File: config.mk
export PLATFORM = sky130hd
export DESIGN_NAME = spm_top
export DESIGN_NICKNAME = d
export VERILOG_FILES = /design/src/design/spm_pkg.sv /design/src/design/spm_spi_slave.sv /design/src/design/spm_frame_tx.sv /design/src/design/spm_top.sv
export SDC_FILE = /design/constraint.sdc
export NUM_CORES = 1
export LEC_CHECK = 0
export ABC_CLOCK_PERIOD_IN_PS = 10140
export BUFFER_PORTS_ARGS = -buffer_cell sky130_fd_sc_hd__buf_4
export CORE_ASPECT_RATIO = 1.4
export CORE_MARGIN = 3
export CORE_UTILIZATION = 58
export DETAILED_ROUTE_END_ITERATION = 8
export PLACE_DENSITY = 0.76
export RECOVER_POWER = 100
export SLEW_MARGIN = 20
export SYNTH_ARGS = -nofsm -noshare
export SYNTH_HDL_FRONTEND = slang
export SYNTH_SLANG_ARGS = --single-unit
File: constraint.sdc
create_clock -name ref_clk_in -period 10.14 [get_ports ref_clk_in]
set_input_delay 1.014 -clock ref_clk_in [delete_from_list [all_inputs] [get_ports ref_clk_in]]
set_output_delay 1.014 -clock ref_clk_in [all_outputs]
set_load 0.02 [all_outputs]
File: src/design/spm_pkg.sv
package spm_pkg;

    // ----------------------------------------------------------------
    // widths
    // ----------------------------------------------------------------
    localparam int SPM_SAMPLE_W = 14;
    localparam int SPM_PEAK_W = 13;
    localparam int SPM_WIN_W = 24;
    localparam int SPM_CS_W = 3;
    localparam int SPM_ADDR_W = 15;
    localparam int SPM_DATA_W = 8;
    localparam int SPM_FRAME_W = 25;
    localparam int SPM_SUB_W = 5;
    localparam int SPM_SUBS = 5;
    localparam int SPM_SPI_BITS = 24;
    localparam int SPM_SPI_HDR = 16;

    // ----------------------------------------------------------------
    // register offsets
    // ----------------------------------------------------------------
    localparam logic [14:0] SPM_CTRL_ADDR = 15'h0270;
    localparam logic [14:0] SPM_WIN0_ADDR = 15'h0271;
    localparam logic [14:0] SPM_WIN1_ADDR = 15'h0272;
    localparam logic [14:0] SPM_WIN2_ADDR = 15'h0273;
    localparam logic [14:0] SPM_PEAK0_ADDR = 15'h0274;
    localparam logic [14:0] SPM_PEAK1_ADDR = 15'h0275;
    localparam logic [14:0] SPM_SERA_ADDR = 15'h0279;
    localparam logic [14:0] SPM_SERB_ADDR = 15'h027A;

    // ----------------------------------------------------------------
    // field positions and reset values
    // ----------------------------------------------------------------
    localparam int SPM_CTRL_PEAK_BIT = 1;
    localparam int SPM_SERB_EN_BIT = 1;
    localparam logic [1:0] SPM_SERA_EN_VAL = 2'h3;
    localparam logic [7:0] SPM_BYTE_RST = 8'h00;
    localparam logic [23:0] SPM_WIN_RST = 24'h000100;
    localparam logic [12:0] SPM_PEAK_RST = 13'h0000;
    localparam logic [12:0] SPM_MAG_MAX = 13'h1FFF;

endpackage

File: src/design/spm_spi_slave.sv
`timescale 1ns/1ns
module spm_spi_slave (
    // clock and reset
    input wire logic ref_clk_in,
    input wire logic reset_in,
    // conditioned pin events
    input wire logic sclk_rise_in,
    input wire logic sclk_fall_in,
    input wire logic select_in,
    input wire logic sdi_in,
    // register side
    input wire logic [spm_pkg::SPM_DATA_W-1:0] rd_data_in,
    output logic [spm_pkg::SPM_ADDR_W-1:0] addr_out,
    output logic [spm_pkg::SPM_DATA_W-1:0] wr_data_out,
    output logic wr_strobe_out,
    output logic sdo_out,
    output logic sdo_drive_out
);
    import spm_pkg::*;

    logic [23:0] shift_reg;
    logic [4:0] count_reg;
    logic [7:0] out_reg;
    logic load_reg;
    logic read_reg;
    logic is_read;

    // read flag held from end of header until deselect
    assign is_read = read_reg;
    // address sits low until the data bits push it up
    assign addr_out = count_reg == 5'd24 ? shift_reg[22:8] : shift_reg[14:0];
    assign wr_data_out = shift_reg[7:0];
    assign sdo_drive_out = is_read && select_in;

    always_ff @(posedge ref_clk_in) begin
        if (reset_in || !select_in) begin
            count_reg <= 5'd0;
            shift_reg <= 24'h000000;
            load_reg <= 1'b0;
            read_reg <= 1'b0;
            wr_strobe_out <= 1'b0;
        end else begin
            load_reg <= sclk_rise_in && count_reg == 5'd15;
            read_reg <= read_reg || (sclk_rise_in && count_reg == 5'd15 && shift_reg[14]);
            wr_strobe_out <= sclk_rise_in && count_reg == 5'd23 && !shift_reg[22];
            if (sclk_rise_in && count_reg != 5'd24) begin
                shift_reg <= {shift_reg[22:0], sdi_in};
                count_reg <= count_reg + 5'd1;
            end
        end
    end

    // read data shifted out msb first on falling edges
    always_ff @(posedge ref_clk_in) begin
        if (reset_in) begin
            out_reg <= SPM_BYTE_RST;
            sdo_out <= 1'b0;
        end else if (load_reg) begin
            out_reg <= rd_data_in;
        end else if (sclk_fall_in && is_read) begin
            sdo_out <= out_reg[7];
            out_reg <= {out_reg[6:0], 1'b0};
        end
    end
endmodule

File: src/design/spm_frame_tx.sv
`timescale 1ns/1ns
module spm_frame_tx (
    // clock and reset
    input wire logic ref_clk_in,
    input wire logic reset_in,
    // control
    input wire logic enable_in,
    input wire logic sample_en_in,
    input wire logic load_in,
    input wire logic [spm_pkg::SPM_PEAK_W-1:0] peak_in,
    // serial control bit
    output logic bit_out
);
    import spm_pkg::*;

    logic [SPM_FRAME_W-1:0] frame_word;
    logic [SPM_FRAME_W-1:0] shift_reg;
    logic [4:0] left_reg;
    logic [SPM_PEAK_W-1:0] pend_reg;
    logic pend_reg_v;
    logic [19:0] payload;

    assign payload = {7'h00, pend_reg};

    // five subframes, each a start bit then four data bits
    genvar s;
    generate
        for (s = 0; s < SPM_SUBS; s++) begin : g_sub
            assign frame_word[SPM_FRAME_W-1-s*SPM_SUB_W -: SPM_SUB_W] =
                {1'b1, payload[19-s*4 -: 4]};
        end
    endgenerate

    always_ff @(posedge ref_clk_in) begin
        if (reset_in || !enable_in) begin
            pend_reg <= SPM_PEAK_RST;
            pend_reg_v <= 1'b0;
        end else if (load_in) begin
            pend_reg <= peak_in;
            pend_reg_v <= 1'b1;
        end else if (sample_en_in && left_reg == 5'd0) begin
            pend_reg_v <= 1'b0;
        end
    end

    // one bit per sample, msb first
    always_ff @(posedge ref_clk_in) begin
        if (reset_in || !enable_in) begin
            shift_reg <= '0;
            left_reg <= 5'd0;
            bit_out <= 1'b0;
        end else if (sample_en_in) begin
            if (left_reg != 5'd0) begin
                bit_out <= shift_reg[SPM_FRAME_W-1];
                shift_reg <= {shift_reg[SPM_FRAME_W-2:0], 1'b0};
                left_reg <= left_reg - 5'd1;
            end else if (pend_reg_v && !load_in) begin
                bit_out <= frame_word[SPM_FRAME_W-1];
                shift_reg <= {frame_word[SPM_FRAME_W-2:0], 1'b0};
                left_reg <= 5'(SPM_FRAME_W - 1);
            end else begin
                bit_out <= 1'b0;
            end
        end
    end
endmodule

File: src/design/spm_top.sv
// What this block does
// keep largest sample magnitude in window
// 13-bit peak, 24-bit window length
// detection runs while control bit 1 set
// software writes window length before enabling
// enable loads window into sample down-counter
// compare magnitude with hidden stored peak
// stored peak starts at current sample magnitude
// counter at 1 copies peak to holding
// counter reloads, windows repeat continuously
// first sample of window overwrites stored peak
// results by register readback or stream
// stream enabled by two serial enable registers
// three control bits, monitor uses one
// monitor bit sits in top control position
// software routes serial output into control bits
// 25-bit frame, msb first, five subframes
// each subframe opens with a start bit
// holding keeps value until next expiry
// magnitude is absolute value, 13 bits
`timescale 1ns/1ns
module spm_top (
    // clock and reset
    input wire logic ref_clk_in,
    input wire logic reset_in,

    // decimated samples
    input wire logic [spm_pkg::SPM_SAMPLE_W-1:0] sample_in,
    input wire logic sample_valid_in,

    // serial control port pins
    input wire logic spi_sclk_in,
    input wire logic spi_cs_n_in,
    input wire logic spi_sdio_in,
    output logic spi_sdio_out,
    output logic spi_sdio_oe_n_out,

    // control bits toward the link
    output logic [spm_pkg::SPM_CS_W-1:0] ctrl_bits_out,
    output logic ctrl_valid_out,

    // monitor status
    output logic [spm_pkg::SPM_PEAK_W-1:0] peak_out,
    output logic peak_update_out
);
    import spm_pkg::*;

    // ----------------------------------------------------------------
    // pin conditioning
    // ----------------------------------------------------------------
    logic [2:0] pin_vec;
    logic [2:0] sync1_reg;
    logic [2:0] sync2_reg;
    logic [2:0] sync3_reg;
    logic [2:0] pin_reg;
    logic [2:0] pin_next;
    logic [2:0] agree;

    assign pin_vec = {spi_sclk_in, spi_cs_n_in, spi_sdio_in};
    assign agree = ~(sync2_reg ^ sync3_reg);
    assign pin_next = (agree & sync2_reg) | (~agree & pin_reg);

    always_ff @(posedge ref_clk_in) begin
        if (reset_in) begin
            sync1_reg <= 3'h2;
            sync2_reg <= 3'h2;
            sync3_reg <= 3'h2;
        end else begin
            sync1_reg <= pin_vec;
            sync2_reg <= sync1_reg;
            sync3_reg <= sync2_reg;
        end
    end

    always_ff @(posedge ref_clk_in) begin
        if (reset_in) begin
            pin_reg <= 3'h2;
        end else begin
            pin_reg <= pin_next;
        end
    end

    logic sclk_rise;
    logic sclk_fall;
    logic spi_select;

    assign sclk_rise = pin_next[2] && !pin_reg[2];
    assign sclk_fall = !pin_next[2] && pin_reg[2];
    assign spi_select = !pin_reg[1];

    // ----------------------------------------------------------------
    // serial control port
    // ----------------------------------------------------------------
    logic [SPM_ADDR_W-1:0] bus_addr;
    logic [SPM_DATA_W-1:0] bus_wdata;
    logic [SPM_DATA_W-1:0] bus_rdata;
    logic bus_write;
    logic sdo_bit;
    logic sdo_drive;

    spm_spi_slave u_spi (
        .ref_clk_in(ref_clk_in),
        .reset_in(reset_in),
        .sclk_rise_in(sclk_rise),
        .sclk_fall_in(sclk_fall),
        .select_in(spi_select),
        .sdi_in(pin_reg[0]),
        .rd_data_in(bus_rdata),
        .addr_out(bus_addr),
        .wr_data_out(bus_wdata),
        .wr_strobe_out(bus_write),
        .sdo_out(sdo_bit),
        .sdo_drive_out(sdo_drive)
    );

    always_ff @(posedge ref_clk_in) begin
        if (reset_in) begin
            spi_sdio_out <= 1'b0;
            spi_sdio_oe_n_out <= 1'b1;
        end else begin
            spi_sdio_out <= sdo_bit;
            spi_sdio_oe_n_out <= !sdo_drive;
        end
    end

    // ----------------------------------------------------------------
    // register file
    // ----------------------------------------------------------------
    logic [7:0] ctrl_reg;
    logic [SPM_WIN_W-1:0] win_reg;
    logic [7:0] ser_a_reg;
    logic [7:0] ser_b_reg;
    logic [SPM_PEAK_W-1:0] hold_reg;

    logic sel_ctrl;
    logic sel_win0;
    logic sel_win1;
    logic sel_win2;
    logic sel_peak0;
    logic sel_peak1;
    logic sel_ser_a;
    logic sel_ser_b;

    assign sel_ctrl = bus_addr == SPM_CTRL_ADDR;
    assign sel_win0 = bus_addr == SPM_WIN0_ADDR;
    assign sel_win1 = bus_addr == SPM_WIN1_ADDR;
    assign sel_win2 = bus_addr == SPM_WIN2_ADDR;
    assign sel_peak0 = bus_addr == SPM_PEAK0_ADDR;
    assign sel_peak1 = bus_addr == SPM_PEAK1_ADDR;
    assign sel_ser_a = bus_addr == SPM_SERA_ADDR;
    assign sel_ser_b = bus_addr == SPM_SERB_ADDR;

    // unmapped addresses read as zero
    assign bus_rdata =
        sel_ctrl ? ctrl_reg :
        sel_win0 ? win_reg[7:0] :
        sel_win1 ? win_reg[15:8] :
        sel_win2 ? win_reg[23:16] :
        sel_peak0 ? hold_reg[7:0] :
        sel_peak1 ? {3'h0, hold_reg[12:8]} :
        sel_ser_a ? ser_a_reg :
        sel_ser_b ? ser_b_reg :
        SPM_BYTE_RST;

    logic wr_ctrl;
    logic wr_ser_a;
    logic wr_ser_b;

    assign wr_ctrl = bus_write && sel_ctrl;
    assign wr_ser_a = bus_write && sel_ser_a;
    assign wr_ser_b = bus_write && sel_ser_b;

    always_ff @(posedge ref_clk_in) begin
        if (reset_in) begin
            ctrl_reg <= SPM_BYTE_RST;
        end else if (wr_ctrl) begin
            ctrl_reg <= bus_wdata;
        end
    end

    always_ff @(posedge ref_clk_in) begin
        if (reset_in) begin
            ser_a_reg <= SPM_BYTE_RST;
        end else if (wr_ser_a) begin
            ser_a_reg <= bus_wdata;
        end
    end

    always_ff @(posedge ref_clk_in) begin
        if (reset_in) begin
            ser_b_reg <= SPM_BYTE_RST;
        end else if (wr_ser_b) begin
            ser_b_reg <= bus_wdata;
        end
    end

    always_ff @(posedge ref_clk_in) begin
        if (reset_in) begin
            win_reg <= SPM_WIN_RST;
        end else if (bus_write) begin
            if (sel_win0) begin
                win_reg[7:0] <= bus_wdata;
            end
            if (sel_win1) begin
                win_reg[15:8] <= bus_wdata;
            end
            if (sel_win2) begin
                win_reg[23:16] <= bus_wdata;
            end
        end
    end

    // ----------------------------------------------------------------
    // sample magnitude
    // ----------------------------------------------------------------
    logic [SPM_SAMPLE_W-1:0] abs_full;
    logic [SPM_PEAK_W-1:0] mag;

    assign abs_full = sample_in[SPM_SAMPLE_W-1] ? (~sample_in + 14'h0001) : sample_in;
    assign mag = abs_full[SPM_SAMPLE_W-1] ? SPM_MAG_MAX : abs_full[SPM_PEAK_W-1:0];

    // ----------------------------------------------------------------
    // peak detector
    // ----------------------------------------------------------------
    logic peak_en;
    logic run_reg;
    logic start;
    logic first_reg;
    logic first_next;
    logic [SPM_WIN_W-1:0] cnt_reg;
    logic [SPM_WIN_W-1:0] cnt_next;
    logic [SPM_PEAK_W-1:0] stored_reg;
    logic [SPM_PEAK_W-1:0] stored_next;
    logic [SPM_PEAK_W-1:0] cand;
    logic expire;
    logic step;

    assign peak_en = ctrl_reg[SPM_CTRL_PEAK_BIT];
    assign start = peak_en && !run_reg;
    assign step = peak_en && run_reg && sample_valid_in;
    assign expire = step && cnt_reg <= 24'h000001;

    // first sample seeds, later ones keep the greater
    assign cand = first_reg ? mag :
        (mag > stored_reg ? mag : stored_reg);

    assign stored_next = step ? cand : stored_reg;

    assign cnt_next =
        start ? win_reg :
        expire ? win_reg :
        step ? cnt_reg - 24'h000001 :
        cnt_reg;

    assign first_next =
        start ? 1'b1 :
        expire ? 1'b1 :
        step ? 1'b0 :
        first_reg;

    always_ff @(posedge ref_clk_in) begin
        if (reset_in) begin
            run_reg <= 1'b0;
        end else begin
            run_reg <= peak_en;
        end
    end

    always_ff @(posedge ref_clk_in) begin
        if (reset_in) begin
            cnt_reg <= SPM_WIN_RST;
        end else begin
            cnt_reg <= cnt_next;
        end
    end

    always_ff @(posedge ref_clk_in) begin
        if (reset_in) begin
            first_reg <= 1'b1;
        end else begin
            first_reg <= first_next;
        end
    end

    always_ff @(posedge ref_clk_in) begin
        if (reset_in) begin
            stored_reg <= SPM_PEAK_RST;
        end else begin
            stored_reg <= stored_next;
        end
    end

    // holding register changes only on expiry
    always_ff @(posedge ref_clk_in) begin
        if (reset_in) begin
            hold_reg <= SPM_PEAK_RST;
        end else if (expire) begin
            hold_reg <= cand;
        end
    end

    always_ff @(posedge ref_clk_in) begin
        if (reset_in) begin
            peak_out <= SPM_PEAK_RST;
        end else if (expire) begin
            peak_out <= cand;
        end
    end

    always_ff @(posedge ref_clk_in) begin
        if (reset_in) begin
            peak_update_out <= 1'b0;
        end else begin
            peak_update_out <= expire;
        end
    end

    // ----------------------------------------------------------------
    // monitor stream over control bits
    // ----------------------------------------------------------------
    logic stream_en;
    logic tx_bit;

    assign stream_en = ser_a_reg[1:0] == SPM_SERA_EN_VAL &&
        ser_b_reg[SPM_SERB_EN_BIT];

    spm_frame_tx u_tx (
        .ref_clk_in(ref_clk_in),
        .reset_in(reset_in),
        .enable_in(stream_en),
        .sample_en_in(sample_valid_in),
        .load_in(expire),
        .peak_in(cand),
        .bit_out(tx_bit)
    );

    // single monitor bit in the top control position
    always_ff @(posedge ref_clk_in) begin
        if (reset_in) begin
            ctrl_bits_out <= '0;
            ctrl_valid_out <= 1'b0;
        end else begin
            ctrl_bits_out <= {tx_bit, 2'h0};
            ctrl_valid_out <= sample_valid_in;
        end
    end

endmodule

==> metrics.cfg, run 1 <==
[outcome]
status = finished with violations
violations = max-capacitance violations, max-slew violations

[clock_tree]
cts_tree = built
postCtsSetupBuffers = 0
path_clk_slew_ns = 0.06
clk_path_buf_depth = 3
cts.sinks = 201
cts_max_level = 1
cts-root-buf = clkbuf_16
cts_buffers = 21
cts_hold_buffers = 0
clock_latency_ns = 0.49
cts-resized-gates = 0

[logic_synthesis]
synth_edf_count = 0
synth_area_sq_um = 9540
yosys_warnings = 0
async_flop_share_pct = 0
syn_inst = 1166
avgSynthCellArea_sq_um = 8.18
ys_seq_area_share_pct = 42.2
synth_seq_cells = 201
yosysUniqueCellTypes = 74
dominantRegCellSynth = dfxtp_1

[route]
wl_per_cell_um = 17.2
firstDrtPassIters = 7
top_layer_used = met4
met3WireLength_um = 1060
drc_errors = 0
drtIter0Drc = 803
m1WireLength_um = 9840
antenna_left = 0
met2_wirelength_um = 11700
routed_wl_um = 23500
vias_per_cell = 6.16
vias = 8408

[power]
clkPwrFrac_pct = 46.3
leakage_nw = 3.64
power.density_nw_per_um2 = 153
seqPwrFrac_pct = 50.0
power.switching_w = 0.000341
p_sw_share_pct = 21.4
p_comb_share_pct = 3.7
p_int_w = 0.00125
peakVddDrop_v = 0.000154

[timing]
fin_crit_ns = 5.69
post-route-worst-setup-slack_ns = 4.45
worst_slew_pin_slew_ns = 3.04
slew_headroom_pct = -103
slew_viol_final = 182
setup_tns_ns = 0
setup_viol = 0
rsz0062_at_grt = no
max_freq_mhz = 176
finalCritPeriodShare_pct = 56.1
hold_violations = 0
finalClockSkew_ns = 0.0213

[setup_path]
r2r_cells = 7
path_cells = clkbuf_1 -> clkbuf_1 -> nand2b_1 -> o32ai_1
crit_type = in2reg
slowest_delay_ns = 2.10
critical_path_required_ns = 10.39
cp_common_cell = clkbuf_1
startpoint_type = input pin
rrSetupSlack_ns = 6.06
path_max_fanout = 66
slowest_stage = clkbuf_1
endpoint_kind = register
crit_arrival_ns = 5.94
rr_endpoint = ser_a_reg[4]
reg2reg_from = u_spi.count_reg[0]

[layout]
nFillCells = 1368
mostFrequentLayoutCells = 201 x dfxtp_1, 184 x nand2_1, 137 x nor2_1
mostFrequentLayoutCell = dfxtp_1
stdcell_area_sq_um = 10400
area_delta_synth_final_pct = 8.66
num_antenna_cells = 0
finalNetCount = 1196
drive_above_1_share_pct = 6.42

[floorplan]
num_rows = 54
num_io_pins = 40
core_area_sq_um = 15900
die-area_sq_um = 18000
die_w_um = 114
dieHeight_um = 158
floorplan.initialDensity_pct = 60.1

[global_route]
grt_antenna_before_repair = 0
grt_max_degree = 67
track_usage_pct = 25.9
grt_pass1_vias = 7898
gr-total-overflow = 0
grt_pass1_wl_um = 38500

[placed_design]
place_congestion = 0.900
dpl.hpwl_um = 16100
port_buffers = 37
dp_slack_ns = 4.96
placed_area_sq_um = 9800

[min_path]
holdPathEnd = spi_sdio_oe_n_out
hp-class = reg2reg
hold_depth = 1
hold_path_startpoint = u_spi.is_read

[flow_run]
cap_violations = 4

-- cell families after synthesis --
logic type | synth area share (%)
multiplexers | 6.00
AND/OR/NAND/NOR | 24.0
AO/OA/AOI/OAI | 19.4
buffers and inverters | 4.72
XOR/XNOR | 1.10
other | 0.0393
adder cells (fa/ha/maj) | 2.62
flip-flops | 42.2
-- worst max-delay path, delay by kind of cell --
kind | cells | cell delay (ns)
AND/OR/NAND/NOR | 1 | 0.56
AO/OA/AOI/OAI | 1 | 0.14
buffers and inverters | 2 | 4.17
-- stage by stage --
stage | total power, W | util (%) | instances | hold slack [ns]
3_3_place_gp | 0.000870 | 61.7 | 1329 | 0.388
3_5_place_dp | 0.000872 | 61.7 | 1329 | 0.395
2_1_floorplan | 0.000852 | - | 1167 | 0.371
5_1_grt | 0.00164 | 65.3 | 1364 | 0.425
4_1_cts | 0.00160 | 65.9 | 1364 | 0.409
6_report | 0.00159 | 65.3 | 1364 | 0.409
-- cells in the mapped netlist (5+ instances only) --
library cell / n / share of area [%]
or3_1: 12 / 0.79
nor3_1: 21 / 1.1
buf_2: 9 / 0.47
nand3_1: 29 / 1.5
o21ai_0: 46 / 2.4
nand4b_1: 7 / 0.64
nor2_1: 137 / 5.4
o22ai_1: 7 / 0.46
dfxtp_1: 201 / 42
a211oi_1: 15 / 1.2
mux2i_1: 56 / 5.9
a31oi_1: 10 / 0.66
a21oi_1: 88 / 4.6
o211ai_1: 16 / 1.3
nor2b_1: 24 / 1.6
a22oi_1: 20 / 1.6
nand3b_1: 11 / 0.87
nor4_1: 16 / 1.0
a311oi_1: 20 / 1.8
xor2_1: 9 / 0.83
or2_2: 5 / 0.33
nand2_1: 184 / 7.2
a22o_1: 9 / 0.83
inv_1: 30 / 1.2
clkbuf_1: 63 / 2.5
and3_1: 6 / 0.39
nand4_1: 10 / 0.66
ha_1: 20 / 2.6
-- layer usage --
layer | GRT usage, % | vias up
li1 | - | 4137
met1 | 32.1 | 3955
met2 | 45.4 | 246
met3 | 2.91 | 70
met4 | 10.9 | 0
met5 | 0 | -
-- power by group through the flow --
stage	clock network [W]	registers, W	logic (W)
floorplan	0	0.000812	0.0000401
global placement	0	0.000813	0.0000579
detailed placement	0	0.000813	0.0000590
CTS	0.000749	0.000795	0.0000594
global route	0.000783	0.000795	0.0000655
finish	0.000736	0.000795	0.0000592
-- final cells by class --
class                           count  area [sq um]  share of cell area [%]
Clock buffer                       28           592                    5.71
Clock inverter                      7          70.1                   0.676
Inverter                           30           113                    1.09
Multi-Input combinational cell    856          5060                    48.8
Sequential cell                   201          4020                    38.8
Tap cell                          196           245                    2.37
Timing Repair Buffer               46           259                    2.50
-- how the worst max path moves through the flow --
stage	slack (ns)	start	endpoint	cells after the start
2_1_floorplan	5.88	sample_in[9]	peak_out[9]	14
3_3_place_gp	5.08	sample_in[5]	peak_out[11]	13
3_5_place_dp	4.96	sample_in[5]	peak_out[11]	13
4_1_cts	5.46	sample_in[5]	peak_out[11]	13
5_1_grt	4.03	reset_in	cnt_reg[10]	4
6_report	4.45	reset_in	cnt_reg[10]	4
Note: power is estimated with default switching activity, not from simulation.
==> run 2, diff against run 1 <==
Settings changed: ABC_CLOCK_PERIOD_IN_PS 10140 to 5300.
Clock period 10.14 ns to 5.3 ns, I/O delays scaled along.
==> run 2 against run 1 <==
The run still ends with max-capacitance violations, max-slew violations left. Final cell count increased by 0.22%. Clock power increased by 110%. Sequential share of layout area decreased by 0.19 points. Critical path depth increased by 11.
==> metrics.cfg, run 2 (synthesized netlist as in run 1, its figures left out) <==
[setup_path]
crit_arrival_ns = 4.65  ; -1.29 ns
path_max_fanout = 21  ; -68%
path_buf_inv = 2  ; unchanged
startpoint_type = input pin
crit_family = simple AND/OR/NAND/NOR gates
r2r_cells = 7  ; unchanged
path_cells = clkbuf_1 -> nor4_1 -> nand3b_1 -> nor3_1 -> nor2_1 -> mux2i_1 -> ha_1 -> o21a_1 -> o211ai_1 -> o21a_1 -> nand2b_1 -> a21oi_1 -> clkbuf_1 -> mux2i_1 -> nor2_1
slowest_delay_ns = 0.70  ; -1.40 ns
critical_path_required_ns = 5.57  ; -4.82 ns
endpoint_kind = register
slowest_stage = clkbuf_1
crit_type = in2reg
crit_cells = 15  ; +11

[floorplan]
die_w_um = 114  ; unchanged
die-area_sq_um = 18000  ; unchanged
dieHeight_um = 158  ; unchanged
floorplan.initialDensity_pct = 60.1  ; unchanged
num_rows = 54  ; unchanged
num_io_pins = 40  ; unchanged
core_area_sq_um = 15900  ; unchanged

[global_route]
grt_antenna_before_repair = 0  ; unchanged
grt_max_degree = 62  ; -7.5%
grt_pass1_vias = 8076  ; +2.3%
grt_pass1_wl_um = 39100  ; +1.5%
gr-total-overflow = 0  ; unchanged
track_usage_pct = 26.1  ; +0.24 points

[clock_tree]
cts_buffers = 20  ; -4.8%
cts_max_level = 1  ; unchanged
path_clk_slew_ns = 0.06  ; about the same
cts-resized-gates = 0  ; unchanged
cts-root-buf = clkbuf_16
clk_path_buf_depth = 3  ; unchanged
cts.sinks = 201  ; unchanged
postCtsSetupBuffers = 0  ; unchanged
clock_latency_ns = 0.48  ; about the same
cts_hold_buffers = 0  ; unchanged
cts_tree = built

[timing]
rsz0062_at_grt = no
finalCritPeriodShare_pct = 82.7
setup_tns_ns = 0  ; unchanged
hold_ws_ns = 0.240  ; -0.170 ns
hold_violations = 0  ; unchanged
worst_slew_pin_slew_ns = 2.72  ; -0.319 ns
slew_viol_final = 157  ; -14%
fin_crit_ns = 4.38
finalClockSkew_ns = 0.00819  ; -0.0132 ns
max_freq_mhz = 228
slew_headroom_pct = -81.4  ; +21 points
setup_viol = 0  ; unchanged

[route]
drc_errors = 0  ; unchanged
drtIter0Drc = 841  ; +4.7%
firstDrtPassIters = 5  ; -2
vias_per_cell = 6.18  ; +0.20%
wl_per_cell_um = 17.5  ; +1.7%
vias = 8443  ; +0.42%
antenna_left = 0  ; unchanged
routed_wl_um = 23900  ; +1.9%

[power]
power.density_nw_per_um2 = 303  ; +97%
peakVddDrop_v = 0.000334  ; +120%
p_total_w = 0.00315  ; +98%
leakage_nw = 3.66  ; +0.65%

[placed_design]
dpl.hpwl_um = 16200  ; +0.95%
placed_area_sq_um = 9820  ; +0.15%
port_buffers = 37  ; unchanged
place_congestion = 0.909  ; +0.91%
dpl.cell_count = 1331  ; +0.15%

[layout]
area_delta_synth_final_pct = 9.20
stdcell_area_sq_um = 10400  ; +0.50%
mostFrequentLayoutCell = dfxtp_1
drive_above_1_share_pct = 6.40  ; -0.016 points
mostFrequentLayoutCells = 201 x dfxtp_1, 184 x nand2_1, 137 x nor2_1
finalNetCount = 1197  ; +0.084%
final_cell_count_no_fill = 1367  ; +0.22%
nFillCells = 1384  ; +1.2%
num_antenna_cells = 0  ; unchanged

[flow_run]
cap_violations = 4  ; unchanged

[outcome]
status = finished with violations
violations = max-capacitance violations, max-slew violations

[min_path]
hp-class = in2reg
hold_depth = 2  ; +1

run 2: area by class of cell:
| class | instances | area, sq um | area share, % |
|---|---|---|---|
| Multi-Input combinational cell | 856 | 5050 | 48.5 |
| Sequential cell | 201 | 4020 | 38.6 |
| Clock buffer | 29 | 606 | 5.82 |
| Timing Repair Buffer | 48 | 270 | 2.60 |
| Tap cell | 196 | 245 | 2.35 |
| Inverter | 30 | 113 | 1.08 |
| Clock inverter | 7 | 110 | 1.06 |
run 2: final timing paths:
path                       from        endpoint  slack [ns]
max reg2reg  u_spi.count_reg[0]    ser_a_reg[7]        1.23
max                sample_in[3]  stored_reg[10]        0.92
min                 spi_cs_n_in    sync1_reg[1]        0.24
min reg2reg        sync1_reg[1]    sync2_reg[1]        0.42
run 2: routing by layer:
metal / global-route usage (%) / share of wire, % / vias to the layer above
li1: - / - / 4133
met2: 45.5 / 51 / 214
met4: 10.6 / 3.1 / 0
met5: 0 / 0 / -
met1: 32.5 / 42 / 4042
met3: 3.37 / 4.4 / 54
run 2: report_power, final:
group          leakage [nW]  switching (W)  internal [W]  total [W]
clock                 0.356       0.000579      0.000939    0.00152
sequential             1.62     0.00000508       0.00152    0.00152
combinational          1.69      0.0000705     0.0000426   0.000113
run 2: per-stage QoR:
stage / util [%] / worst slack [ns]
after floorplan: - / 1.53
after global placement: 61.8 / 0.849
after detailed placement: 61.8 / 0.695
after CTS: 66.3 / 1.18
after global routing: 65.6 / 0.375
final: 65.6 / 0.919
